===== src/adcc_pkg.sv =====
package adcc_pkg;
   // Register byte offsets
   localparam logic [7:0] ADCC_CTL0_OFS    = 8'h00;   // Control register 0
   localparam logic [7:0] ADCC_CTL1_OFS    = 8'h04;   // Control/status register 1
   localparam logic [7:0] ADCC_DATAH_OFS   = 8'h08;   // Result upper byte
   localparam logic [7:0] ADCC_DATAL_OFS   = 8'h0c;   // Result lower bits
   // Control register 0 fields
   localparam int CTL0_CHAN_LSB   = 0;                // Input channel select [3:0]
   localparam int CTL0_REPEAT_BIT = 4;                // Continuous conversion
   localparam int CTL0_VPIN_BIT   = 5;                // Reference to pin
   localparam int CTL0_VLO_BIT    = 6;                // Reference select low bit
   localparam int CTL0_GO_BIT     = 7;                // Conversion enable
   // Control/status register 1 fields
   localparam int CTL1_OVF_BIT    = 0;                // Sample overflow flag
   localparam int CTL1_BUF_LSB    = 1;                // Input buffer select [3:1]
   localparam int CTL1_VHI_BIT    = 7;                // Reference select high bit
   localparam int CTL1_PWR_BIT    = 6;                // Analog core powered (read)
   // Result layout
   localparam int RES_W           = 13;               // Result width
   localparam int RES_LOW_LSB     = 3;                // Lower bits position
   // Timing in system clock cycles
   localparam int FIRST_CONV_CYC  = 5129;             // First conversion
   localparam int PWRUP_CYC       = 40;               // Power-up extra
   localparam int REPEAT_CYC      = 256;              // Later conversions
   // AXI responses
   localparam logic [1:0] AXI_OKAY   = 2'h0;
   localparam logic [1:0] AXI_SLVERR = 2'h2;
   typedef enum {ST_IDLE, ST_PWRUP, ST_FIRST, ST_REPEAT} adcc_state_t;
endpackage


===== src/adcc_ctrl.sv =====
`timescale 1ns/100ps
// Contract
// - Three-bit field selects buffer and input mode
// - Reference select split across two registers
// - Four-bit field selects analog input
// - Control 0 fields written together
// - Continuous bit repeats conversions
// - Writing conversion enable starts conversion
// - First result after 5129, plus 40
// - Enable bit cleared at first result
// - First result requests interrupt
// - Later results every 256 cycles
// - Thirteen-bit result split high/low registers
// - Every result requests interrupt
// - Disabled converter finishes the running conversion, raising one more request
// - Offset then gain; thirteen data bits
// - Overflow status bit for current sample
module adcc_ctrl
   import adcc_pkg::*;
#(
   parameter int FIRST_CYC  = FIRST_CONV_CYC,   // First conversion cycles
   parameter int PWR_CYC    = PWRUP_CYC,        // Power-up cycles
   parameter int REP_CYC    = REPEAT_CYC        // Repeat cycles
) (
   input  logic              clk,
   input  logic              reset,
   // AXI4-Lite slave
   input  logic [7:0]        s_axi_awaddr,
   input  logic              s_axi_awvalid,
   output logic              s_axi_awready,
   input  logic [31:0]       s_axi_wdata,
   input  logic [3:0]        s_axi_wstrb,
   input  logic              s_axi_wvalid,
   output logic              s_axi_wready,
   output logic [1:0]        s_axi_bresp,
   output logic              s_axi_bvalid,
   input  logic              s_axi_bready,
   input  logic [7:0]        s_axi_araddr,
   input  logic              s_axi_arvalid,
   output logic              s_axi_arready,
   output logic [31:0]       s_axi_rdata,
   output logic [1:0]        s_axi_rresp,
   output logic              s_axi_rvalid,
   input  logic              s_axi_rready,
   // Analog core side
   input  logic [RES_W-1:0]  coreResult,
   input  logic              coreOverflow,
   output logic [3:0]        inputChannelSelect,
   output logic [2:0]        inputBufferSelect,
   output logic [1:0]        vrefLevelSel,
   output logic              vrefPinOutput,
   output logic              corePowerOn,
   output logic              sampleStrobe,
   // Interrupt controller request
   output logic              convDoneIrq
);

   // Counter sized from the sum of all three phases, so no phase count wraps
   // Sum of all three phases is a safe upper bound for any one of them
   localparam int CW = $clog2(FIRST_CYC + PWR_CYC + REP_CYC + 1);  // Cycle counter width

   adcc_state_t      state;                      // Sequencer state
   logic [CW-1:0]    cycleCnt;                   // Cycles left in phase
   logic             repeatConvert;              // Continuous bit
   logic             convertGo;                  // Conversion enable bit
   logic [7:0]       resultUpperByte;            // Data high register
   logic [4:0]       resultLowerBits;            // Data low register bits
   logic             sampleOverflowFlag;         // Overflow status
   logic             awHeld;                     // Write address latched
   logic             wHeld;                      // Write data latched
   logic [7:0]       awAddr;                     // Latched write address
   logic [31:0]      wData;                      // Latched write data
   logic [3:0]       wStrb;                      // Latched strobes
   logic             doWrite;                    // Write commits this cycle
   logic             ctl0Write;                  // Control 0 byte written
   logic             phaseEnd;                   // Count reached zero
   logic             resultDone;                 // A conversion completes

   assign doWrite    = awHeld && wHeld && !s_axi_bvalid;
   assign ctl0Write  = doWrite && awAddr == ADCC_CTL0_OFS && wStrb[0];
   assign phaseEnd   = cycleCnt == '0;
   assign resultDone = phaseEnd && (state == ST_FIRST || state == ST_REPEAT);

   // Write address and data accepted in either order
   always_ff @(posedge clk) begin
      if (reset) begin
         awHeld <= 1'b0;
         wHeld  <= 1'b0;
         awAddr <= 8'h00;
         wData  <= 32'h0;
         wStrb  <= 4'h0;
      end else begin
         if (s_axi_awvalid && s_axi_awready) begin
            awHeld <= 1'b1;
            awAddr <= s_axi_awaddr;
         end else if (doWrite) begin
            awHeld <= 1'b0;
         end
         if (s_axi_wvalid && s_axi_wready) begin
            wHeld <= 1'b1;
            wData <= s_axi_wdata;
            wStrb <= s_axi_wstrb;
         end else if (doWrite) begin
            wHeld <= 1'b0;
         end
      end
   end

   // Channel readies come from flops
   always_ff @(posedge clk) begin
      if (reset) begin
         s_axi_awready <= 1'b0;
         s_axi_wready  <= 1'b0;
      end else begin
         s_axi_awready <= !awHeld && !(s_axi_awvalid && s_axi_awready);
         s_axi_wready  <= !wHeld && !(s_axi_wvalid && s_axi_wready);
      end
   end

   // Write response
   always_ff @(posedge clk) begin
      if (reset) begin
         s_axi_bvalid <= 1'b0;
         s_axi_bresp  <= AXI_OKAY;
      end else if (doWrite) begin
         s_axi_bvalid <= 1'b1;
         if (awAddr == ADCC_CTL0_OFS || awAddr == ADCC_CTL1_OFS ||
             awAddr == ADCC_DATAH_OFS || awAddr == ADCC_DATAL_OFS) begin
            s_axi_bresp <= AXI_OKAY;
         end else begin
            s_axi_bresp <= AXI_SLVERR;   // Unmapped
         end
      end else if (s_axi_bready) begin
         s_axi_bvalid <= 1'b0;
      end
   end

   // Control register 0, all fields in one write
   always_ff @(posedge clk) begin
      if (reset) begin
         inputChannelSelect <= 4'h0;
         repeatConvert      <= 1'b0;
         vrefPinOutput      <= 1'b0;
         vrefLevelSel[0]    <= 1'b0;
      end else if (ctl0Write) begin
         inputChannelSelect <= wData[CTL0_CHAN_LSB +: 4];
         repeatConvert      <= wData[CTL0_REPEAT_BIT];
         vrefPinOutput      <= wData[CTL0_VPIN_BIT];
         vrefLevelSel[0]    <= wData[CTL0_VLO_BIT];
      end
   end

   // Control/status register 1 writable fields
   always_ff @(posedge clk) begin
      if (reset) begin
         inputBufferSelect <= 3'h0;
         vrefLevelSel[1]   <= 1'b0;
      end else if (doWrite && awAddr == ADCC_CTL1_OFS && wStrb[0]) begin
         inputBufferSelect <= wData[CTL1_BUF_LSB +: 3];
         vrefLevelSel[1]   <= wData[CTL1_VHI_BIT];
      end
   end

   // Conversion enable: set by software, cleared at first result
   always_ff @(posedge clk) begin
      if (reset) begin
         convertGo <= 1'b0;
      end else if (state == ST_FIRST && phaseEnd) begin
         convertGo <= 1'b0;
      end else if (ctl0Write) begin
         convertGo <= wData[CTL0_GO_BIT];
      end
   end

   // Conversion sequencer
   always_ff @(posedge clk) begin
      if (reset) begin
         state       <= ST_IDLE;
         cycleCnt    <= '0;
         corePowerOn <= 1'b0;
      end else begin
         case (state)
            ST_IDLE: begin
               if (convertGo) begin
                  corePowerOn <= 1'b1;
                  if (corePowerOn) begin
                     state    <= ST_FIRST;
                     cycleCnt <= CW'(FIRST_CYC - 1);
                  end else begin
                     state    <= ST_PWRUP;
                     cycleCnt <= CW'(PWR_CYC - 1);
                  end
               end else begin
                  corePowerOn <= 1'b0;   // Power down when idle
               end
            end
            ST_PWRUP: begin
               if (phaseEnd) begin
                  state    <= ST_FIRST;
                  cycleCnt <= CW'(FIRST_CYC - 1);
               end else begin
                  cycleCnt <= cycleCnt - 1'b1;
               end
            end
            ST_FIRST, ST_REPEAT: begin
               if (phaseEnd) begin
                  if (repeatConvert) begin
                     state    <= ST_REPEAT;
                     cycleCnt <= CW'(REP_CYC - 1);
                  end else begin
                     state <= ST_IDLE;
                  end
               end else begin
                  cycleCnt <= cycleCnt - 1'b1;
               end
            end
            default: begin
               state <= ST_IDLE;
            end
         endcase
      end
   end

   // Result capture, both halves in one cycle
   // Raw signed word kept as is; software compensates offset then gain
   // Readback keeps all 13 bits, sign first, so no resolution is dropped here
   always_ff @(posedge clk) begin
      if (reset) begin
         resultUpperByte    <= 8'h00;
         resultLowerBits    <= 5'h00;
         sampleOverflowFlag <= 1'b0;
      end else if (resultDone) begin
         resultUpperByte    <= coreResult[RES_W-1 -: 8];
         resultLowerBits    <= coreResult[4:0];
         sampleOverflowFlag <= coreOverflow;
      end
   end

   // Completion pulses to interrupt controller and core
   always_ff @(posedge clk) begin
      if (reset) begin
         convDoneIrq  <= 1'b0;
         sampleStrobe <= 1'b0;
      end else begin
         convDoneIrq  <= resultDone;
         sampleStrobe <= resultDone;
      end
   end

   // Read channel
   always_ff @(posedge clk) begin
      if (reset) begin
         s_axi_arready <= 1'b0;
         s_axi_rvalid  <= 1'b0;
         s_axi_rdata   <= 32'h0;
         s_axi_rresp   <= AXI_OKAY;
      end else if (s_axi_rvalid) begin
         s_axi_arready <= 1'b0;
         if (s_axi_rready) begin
            s_axi_rvalid  <= 1'b0;
            s_axi_arready <= 1'b1;
         end
      end else if (s_axi_arvalid && s_axi_arready) begin
         s_axi_arready <= 1'b0;
         s_axi_rvalid  <= 1'b1;
         s_axi_rresp   <= AXI_OKAY;
         s_axi_rdata   <= 32'h0;
         case (s_axi_araddr)
            ADCC_CTL0_OFS: begin
               s_axi_rdata[CTL0_CHAN_LSB +: 4] <= inputChannelSelect;
               s_axi_rdata[CTL0_REPEAT_BIT]    <= repeatConvert;
               s_axi_rdata[CTL0_VPIN_BIT]      <= vrefPinOutput;
               s_axi_rdata[CTL0_VLO_BIT]       <= vrefLevelSel[0];
               s_axi_rdata[CTL0_GO_BIT]        <= convertGo;
            end
            ADCC_CTL1_OFS: begin
               s_axi_rdata[CTL1_OVF_BIT]       <= sampleOverflowFlag;
               s_axi_rdata[CTL1_BUF_LSB +: 3]  <= inputBufferSelect;
               s_axi_rdata[CTL1_PWR_BIT]       <= corePowerOn;
               s_axi_rdata[CTL1_VHI_BIT]       <= vrefLevelSel[1];
            end
            ADCC_DATAH_OFS: begin
               s_axi_rdata[7:0] <= resultUpperByte;
            end
            ADCC_DATAL_OFS: begin
               s_axi_rdata[7:RES_LOW_LSB] <= resultLowerBits;
            end
            default: begin
               s_axi_rresp <= AXI_SLVERR;   // Unmapped
            end
         endcase
      end else begin
         s_axi_arready <= 1'b1;
      end
   end

endmodule


===== config.mk =====
export PLATFORM = sky130hd
export DESIGN_NAME = adcc_ctrl
export DESIGN_NICKNAME = d
export VERILOG_FILES = /design/src/adcc_pkg.sv /design/src/adcc_ctrl.sv
export SDC_FILE = /design/constraint.sdc
export NUM_CORES = 1
export LEC_CHECK = 0
export ABC_AREA = 1
export BUFFER_PORTS_ARGS = -buffer_cell sky130_fd_sc_hd__buf_2
export CAP_MARGIN = 30
export CORE_UTILIZATION = 54
export DETAILED_ROUTE_END_ITERATION = 6
export PLACE_DENSITY = 0.86
export RECOVER_POWER = 50
export SLEW_MARGIN = 40
export SYNTH_ARGS = -nofsm -noshare
export SYNTH_HDL_FRONTEND = slang
export SYNTH_SLANG_ARGS = --single-unit

===== constraint.sdc =====
create_clock -name clk -period 2.9 [get_ports clk]
set_input_delay 0.435 -clock clk [delete_from_list [all_inputs] [get_ports clk]]
set_output_delay 0.435 -clock clk [all_outputs]
set_load 0.02 [all_outputs]

== Word-level counts from Yosys, hierarchy flattened ==
Cells that the tools add are included.
W data, S select, Z words.

* Bits in registers: 109
* Output and inout bits: 54
* Word-level logic and storage cells: 110

* Add/subtract/negate cells: 1
* Equality and inequality tests: 15
* Muxes and demuxes: 30
* Bitwise gates (word level): 1
* Reductions and logical operators: 36

{| class="wikitable"
|+ Operators with widths
! operator !! count
|-
| $mux W32 || 3
|-
| $pmux W32 S3 || 1
|-
| $mux W13 || 5
|-
| $eq A32 B2 Y1 const B || 2
|-
| $eq A32 B3 Y1 const B || 2
|-
| $pmux W13 S3 || 1
|-
| $eq A32 B1 Y1 const B || 1
|-
| $eq A8 B4 Y1 const B || 4
|-
| $logic_not A32 Y1 || 1
|-
| $eq A8 B3 Y1 const B || 2
|-
| $logic_not A8 Y1 || 2
|-
| $logic_and A1 B1 Y1 || 13
|-
| $logic_not A13 Y1 || 1
|-
| $sub A13 B1 Y13 const B || 1
|-
| $mux W1 || 12
|-
| $pmux W3 S3 || 1
|-
| $mux W2 || 4
|-
| $pmux W2 S4 || 1
|-
| $ne A2 B2 Y1 const B || 3
|-
| $pmux W2 S3 || 1
|-
| $reduce_and A3 Y1 || 2
|-
| $reduce_bool A2 Y1 || 3
|-
| $logic_not A1 Y1 || 5
|-
| $logic_or A1 B1 Y1 || 4
|-
| other kinds (7) || 8
|}

== Longest topological paths before layout ==
Gate-level depths: netlist of run 1.

* Depth in word-level cells: 5
* Mapped depth: 12

== Least setup slack after synthesis of run 1 ==
No wires, ideal clock.

* Path kind: register to register
* Start: reg cycleCnt[0]
* End: reg resultLowerBits[4]
* Setup time: 122 ps
* Arrival: 1392 ps
* Required time: 2778 ps
* Setup slack: 1386 ps
* Stages on the path, launching flop included: 9
* Cell sequence: dfxtp_1 -> inv_1 -> ha_1 -> inv_1 -> nor3_1 -> nand3_2 -> clkbuf_1 -> o21ai_0 -> a21oi_1

* Longest elaborated chain between the ends: 2

{| class="wikitable"
|+ RTL lines
! item !! RTL line !! source
|-
| start, declared || adcc_ctrl.sv:63 || <nowiki>logic [CW-1:0] cycleCnt;</nowiki>
|-
| start signal, assigned || adcc_ctrl.sv:188 || <nowiki>cycleCnt <= CW'(FIRST_CYC - 1);</nowiki>
|-
| start signal, assigned || adcc_ctrl.sv:191 || <nowiki>cycleCnt <= CW'(PWR_CYC - 1);</nowiki>
|-
| start signal, assigned || adcc_ctrl.sv:200 || <nowiki>cycleCnt <= CW'(FIRST_CYC - 1);</nowiki>
|-
| $logic_not A13 Y1 || adcc_ctrl.sv:81 || <nowiki>assign phaseEnd = cycleCnt == '0;</nowiki>
|-
| $logic_and A1 B1 Y1 || adcc_ctrl.sv:82 || <nowiki>assign resultDone = phaseEnd && (state == ST_FIRST || state == ST_REPEAT);</nowiki>
|-
| end signal, assigned || adcc_ctrl.sv:234 || <nowiki>resultLowerBits <= coreResult[4:0];</nowiki>
|-
| end, declared || adcc_ctrl.sv:67 || <nowiki>logic [4:0] resultLowerBits;</nowiki>
|}

Every way passes these cells.
A chain may end at the register's enable or synchronous reset.

== Final worst setup path of run 1 ==
* Start: reg state[1]
* End: reg cycleCnt[11]

* Longest elaborated chain between the ends: 4

{| class="wikitable"
|+ RTL lines
! item !! RTL line !! source
|-
| start, declared || adcc_ctrl.sv:62 || <nowiki>adcc_state_t state;</nowiki>
|-
| start signal, assigned || adcc_ctrl.sv:178 || <nowiki>state <= ST_IDLE;</nowiki>
|-
| start signal, assigned || adcc_ctrl.sv:187 || <nowiki>state <= ST_FIRST;</nowiki>
|-
| start signal, assigned || adcc_ctrl.sv:190 || <nowiki>state <= ST_PWRUP;</nowiki>
|-
| $eq A32 B2 Y1 || adcc_ctrl.sv:182 || <nowiki>case (state)</nowiki>
|-
| $reduce_or A2 Y1 || adcc_ctrl.sv:182 ||
|-
| $ne A3 B3 Y1 (no source line) or $reduce_bool A3 Y1 (tied branches) || -- ||
|-
| $reduce_and A3 Y1 (no source line) || -- ||
|}

Parallel ways exist; a longest one is shown, timed or not.

==> out/qor.yml, run 1 <==
critical_path:
  crit_path_max_incr_delay_ns: 0.62
  r2r_cells: 9
  path_cells: "inv_1 -> nand2_1 -> nor2_1 -> inv_1 -> nand2_4 -> inv_2 -> nand2_1 -> nand2_1 -> nor2_1"
  critical_path.max_fanout: 13
  crit_arrival_ns: 2.15
  crit_top_cell: "nand2_1"
  path_buf_inv: 3
  critPathRequiredTime_ns: 3.15
  critPathLaunchType: "register"
  cp_top_family: "simple AND/OR/NAND/NOR gates"
  critPathSlowestCell: "dfxtp_1"
  cp-end-kind: "register"
  path_class: "register to register"
  cp.depth: 9
global_route:
  gr-total-overflow: 0
  grt_max_degree: 28
  grt_pass1_wl_microns: 13720
  antenna_found_initial: 0
  grt_usage: 0.2366
  grt_pass1_vias: 3044
clocking:
  path_clk_slew_ns: 0.08
  post_cts_buffers: 0
  cts_sinks: 77
  clock_latency_ns: 0.35
  cts_root_buffer: "clkbuf_8"
  hold_buffers: 0
  cts_made_buffers: 9
  cts_buffer_depth: 2
  cts.htree.levels: 3
  cts_resized: 0
  tritoncts: "done"
placed_design:
  place_ws_ns: 1.029
  numPortBuffers: 73
  gp_congestion: 0.8791
  postPlaceCellArea_sq_um: 4030
  dpl.hpwl_microns: 6022
timing:
  timing.hold.ws_ns: 0.3303
  rsz0062_at_grt: "false"
  worst_slack_ns: 0.9950
  finalSetupViolations: 0
  period_minus_slack_ns: 1.905
  max_freq_ghz: 0.5249
  worstMarginPinSlew_ns: 0.7185
  hold_viol: 0
  relSlewSlack: 0.5173
  skew_ns: 0.008051
  drv_slew: 0
  tns_ns: 0
  period_share: 0.6569
die:
  die_h_microns: 85.28
  die_w_microns: 85.28
  io_pins: 127
  initial_core_util: 0.5734
  core-area_sq_um: 6531
  dieArea_sq_um: 7272
  rows: 29
min_path:
  whs_path_depth: 3
  hold_path_class: "input pin to register"
final_layout:
  diodes: 0
  nFillCells: 586
  syn2layout_area_growth_pct: 13.10
  drive_gt1_frac: 0.1510
  design_area_sq_um: 4235
  nets: 666
power:
  vdd_drop_max_mv: 0.3420
  p_switching_uw: 556.2
  finalPower_uw: 2272
  p_int_uw: 1716
  power.share.sequential: 0.483
  power_density_nw_per_um2: 536.6
  p_clk_frac: 0.435
  leakagePower_uw: 0.001784
  swShare: 0.2448
  pwr-share-comb: 0.082
run_status:
  outcome: "completed"
synth:
  synth_flop_cell: "dfxtp_1"
  synth_top_area_cell: "dfxtp_1"
  muxShareOfSynthArea: 0
  yosysWarningCount: 0
  yosys.area.top_type_share: 0.4116
  synth-compound-area-share: 0.1597
  synth_top_family_by_area: "simple AND/OR/NAND/NOR gates"
  synthTopCellsByArea: "dfxtp_1, nand2_1, o21ai_0"
  synth_seq_cells: 77
  synth_cell_types: 37
  synth_simple_gate_area_frac: 0.2736
  netlist_instances: 523
  synth_common_cells: "dfxtp_1, nand2_1, nor2_1"
  synth_enable_flop_cells: 0
  syn_area_per_cell_sq_um: 7.160
  syn-cell-area_sq_um: 3745
  ys_seq_area_frac: 0.4116
  async_flop_share: 0
  synthAdderAreaFrac: 0.006682
  synthXorXnorAreaFrac: 0.007016
route:
  dr.first_iter.drc_count: 314
  via_count: 3570
  wl_per_cell_microns: 12.69
  first_pass_iters: 5
  totalWireLength_microns: 8541
  vias_per_cell: 5.305
  final_antenna_net_count: 0
  drc: 0
run:
  max-cap-violations: 0
## tightest hold or removal path, delay by kind of cell
kind | cells | cell delay (ns)
and+or+nand+nor | 1 | 0.07
buffers and inverters | 1 | 0.07
AOI/OAI and AO/OA | 1 | 0.07
## placed cells by master (no fill, tap or decap), types with 2 or more instances in the layout
cell       instances
nor2_2             2
clkbuf_1          27
nand3_1           48
nor2_4             2
ha_1               2
bufinv_16          3
inv_1             57
nand4_1            7
dfxtp_1           77
nand3_2            2
xor2_1             2
inv_6              2
nand2_2            3
nor3_2             2
conb_1            26
nor2_1            68
buf_4              2
inv_2              2
a21oi_1           46
nand2_1           77
o21ai_0           51
a21oi_2            8
clkinv_1           3
clkbuf_8           9
a211oi_1           3
nor3_1             4
buf_2             47
nand3b_1           4
## metal layers
metal,vias to the layer above,part of all wire,GRT usage
met4,0,0.021,0.1061
met5,-,0,0
met1,1614,0.45,0.3087
met2,151,0.47,0.3754
met3,22,0.062,0.05447
li1,1783,-,-
## power by group through the flow
stage / Combinational [uW] / Clock (uW) / Sequential (uW)
floorplan: 149 / 0 / 1130
finish: 186 / 988 / 1100
CTS: 188 / 993 / 1100
detailed placement: 186 / 0 / 1120
global route: 206 / 1060 / 1100
global placement: 181 / 0 / 1120
## per-stage QoR
| step | util | instances |
|---|---|---|
| after floorplan | - | 548 |
| after global placement | 0.6171 | 657 |
| after detailed placement | 0.6171 | 657 |
| after CTS | 0.6544 | 673 |
| after global routing | 0.6485 | 673 |
| final | 0.6485 | 673 |
## path summary, 6_finish.rpt
kind,from,end,slack (ns)
setup / recovery,state[1],cycleCnt[11],0.99
hold reg to reg,resultUpperByte[6],resultUpperByte[6],0.46
setup reg to reg,state[1],cycleCnt[11],0.99
hold / removal,s_axi_awaddr[3],awAddr[3],0.33
## flip-flops by register name, summed over array words and instances (netlist names), 2 cells and up
register and flops:
resultUpperByte 8, inputBufferSelect 3, vrefLevelSel 2, state 2, inputChannelSelect 4, wData 8
awAddr 8, resultLowerBits 5, s_axi_rdata 8, cycleCnt 13
## cell type report
class | instances | area (sq um) | area share
clock buffer | 9 | 123.9 | 0.02925
clock inverter | 7 | 120.1 | 0.02836
inverter | 62 | 232.7 | 0.05495
multi-input combinational | 365 | 1769 | 0.4177
sequential | 77 | 1541 | 0.3640
tap | 77 | 96.34 | 0.02275
timing repair buffer | 76 | 351.6 | 0.08301
## cells by family after synthesis
kind of cell | count (synthesis)
XOR/XNOR | 3
flip-flops | 77
adder cells (fa/ha/maj) | 2
other | 1
buffers and inverters | 106
AND/OR/NAND/NOR | 223
AO/OA/AOI/OAI | 111
Power figures use the tool's default switching activity.
==> run 2, diff against run 1 <==
CORE_UTILIZATION = 45   (was 54)
PLACE_DENSITY = 0.77   (was 0.86)
clock period = 1.74 ns   (was 2.9 ns; I/O delays follow)
==> run 2 against run 1 <==
Net effect:
- clock skew hardly changed
- maximum frequency grew 19%
- final cell count grew 5.9%
- combinational power rose by 70%
- critical path type unchanged
- largest cell class unchanged
==> out/qor.yml, run 2 (same netlist as run 1, synthesis figures left out) <==
die:
  dieArea_sq_um: 8691  # +20%
  die_h_microns: 93.23  # +9.3%
  die_w_microns: 93.23  # +9.3%
  initial_core_util: 0.4748  # -0.09859
  io_pins: 127  # unchanged
  rows: 32  # +10%
  core-area_sq_um: 7888  # +21%
global_route:
  grt_usage: 0.2017  # -0.03490
  antenna_found_initial: 0  # unchanged
  grt_pass1_wl_microns: 14040  # +2.3%
  grt_max_degree: 32  # +14%
  gr-total-overflow: 0  # unchanged
  grt_pass1_vias: 3095  # +1.7%
critical_path:
  path_buf_inv: 3  # unchanged
  path_class: "register to register"
  crit_path_max_incr_delay_ns: 0.34  # -0.28 ns
  crit_arrival_ns: 1.89  # -0.26 ns
  cp-end-kind: "register"
  critPathLaunchType: "register"
  critPathSlowestCell: "dfxtp_2"
  critPathRequiredTime_ns: 2.02  # -1.13 ns
  r2r_cells: 11  # +2
  path_cells: "inv_2 -> ha_4 -> inv_2 -> nor2_2 -> nand2_1 -> nor2_4 -> nand4_4 -> nand2_4 -> buf_6 -> nand2_1 -> a21oi_2"
  cp.depth: 11  # +2
  cp_top_family: "simple AND/OR/NAND/NOR gates"
  critical_path.max_fanout: 8  # -5
run:
  max-cap-violations: 0  # unchanged
clocking:
  path_clk_slew_ns: 0.09  # about the same
  cts_sinks: 77  # unchanged
  clock_latency_ns: 0.35  # about the same
  tritoncts: "done"
  cts.htree.levels: 3  # unchanged
  cts_buffer_depth: 2  # unchanged
  cts_root_buffer: "clkbuf_8"
  cts_made_buffers: 9  # unchanged
timing:
  hold_viol: 0  # unchanged
  skew_ns: 0.008376  # +0.0003245 ns
  timing.hold.ws_ns: 0.1543  # -0.1759 ns
  period_minus_slack_ns: 1.606  # -0.2988 ns
  worst_slack_ns: 0.1338  # -0.8612 ns
  relSlewSlack: 0.6627  # +0.1455
  drv_slew: 0  # unchanged
  worstMarginPinSlew_ns: 0.5031  # -0.2154 ns
  period_share: 0.9231  # +0.2662
  max_freq_ghz: 0.6226  # +19%
  finalSetupViolations: 0  # unchanged
placed_design:
  numPlacedInstances: 691  # +5.2%
  gp_congestion: 0.8842  # +0.58%
  place_ws_ns: 0.08979  # -0.9396 ns
  dpl.hpwl_microns: 6125  # +1.7%
  numPortBuffers: 73  # unchanged
final_layout:
  nets: 681  # +2.3%
  final_util: 0.5547  # -0.09374
  largest_reg_flops: 13  # unchanged
  diodes: 0  # unchanged
  layout_common_cells: "nand2_1, dfxtp_1, nor2_1"
  final_cells: 713  # +5.9%
  layout_commonest_cell: "nand2_1"
  syn2layout_area_growth_pct: 16.84
  top_register: "cycleCnt"
  drive_gt1_frac: 0.1849  # +0.03394
route:
  vias_per_cell: 5.000  # -5.7%
  totalWireLength_microns: 8533  # about the same
  wl_per_cell_microns: 11.97  # -5.7%
  via_count: 3565  # -0.14%
  first_pass_iters: 5  # unchanged
  dr.first_iter.drc_count: 258  # -18%
  drc: 0  # unchanged
  final_antenna_net_count: 0  # unchanged
min_path:
  hold_path_class: "input pin to register"
  whs_path_depth: 3  # unchanged
power:
  finalPower_uw: 3561  # +57%
  vdd_drop_max_mv: 0.5368  # +57%
  power_density_nw_per_um2: 814.0  # +52%
  leakagePower_uw: 0.001831  # +2.6%
run_status:
  outcome: "completed"
[run 2: cell count changes in the layout (fill, tap and decap cells not counted), sizes merged]
cell and change:
buf +14, bufinv -2, clkbuf +1, clkinvlp +1
inv +1
[run 2: metrics by stage]
| step | area [sq um] | TNS, ns |
|---|---|---|
| final | 4375 | 0 |
| after floorplan | 3839 | 0 |
| after global placement | 4129 | 0 |
| after detailed placement | 4129 | 0 |
| after CTS | 4335 | 0 |
| after global routing | 4375 | -0.01610 |
[run 2: worst register-to-register path: stages (launching register included)]
cell     delay [ns]
dfxtp_2        0.34
inv_2          0.07
ha_4           0.15
inv_2          0.04
nor2_2         0.08
nand2_1        0.09
nor2_4         0.15
nand4_4        0.11
nand2_4        0.16
buf_6          0.15
nand2_1        0.06
a21oi_2        0.12
[run 2: path summary, 6_finish.rpt]
| path | from | endpoint | slack (ns) |
|---|---|---|---|
| hold reg to reg | resultLowerBits[4] | resultLowerBits[4] | 0.45 |
| setup / recovery | cycleCnt[1] | cycleCnt[0] | 0.13 |
| hold / removal | s_axi_wdata[3] | wData[3] | 0.15 |
| setup reg to reg | cycleCnt[1] | cycleCnt[0] | 0.13 |
[run 2: routing by layer]
| layer | vias up | global-route usage | part of all wire |
|---|---|---|---|
| met3 | 11 | 0.03171 | 0.058 |
| li1 | 1812 | - | - |
| met4 | 0 | 0.07179 | 0.012 |
| met2 | 131 | 0.3180 | 0.46 |
| met1 | 1611 | 0.2788 | 0.47 |
| met5 | - | 0 | 0 |
[run 2: timing repair]
item                                    CTS  global route
hold buffers                              0             0
setup buffers                             0             6
gates resized for setup                   0            15
endpoints found under the setup margin    0            26
[run 2: report_power, final]
group	total [uW]	internal (uW)	switching [uW]
Sequential	1830	1810	23.5
Clock	1420	685	730
Combinational	317	101	216
Total	3560	2590	970
[run 2: final cells by class]
type	count	area [sq um]
fillers	750	3512
well taps	102	127.6
clock inverters	7	82.58
multi-input cells	365	1789
inverters	62	235.2
flip-flops and latches	77	1544
clock buffers	9	123.9
repair buffers	91	473.0
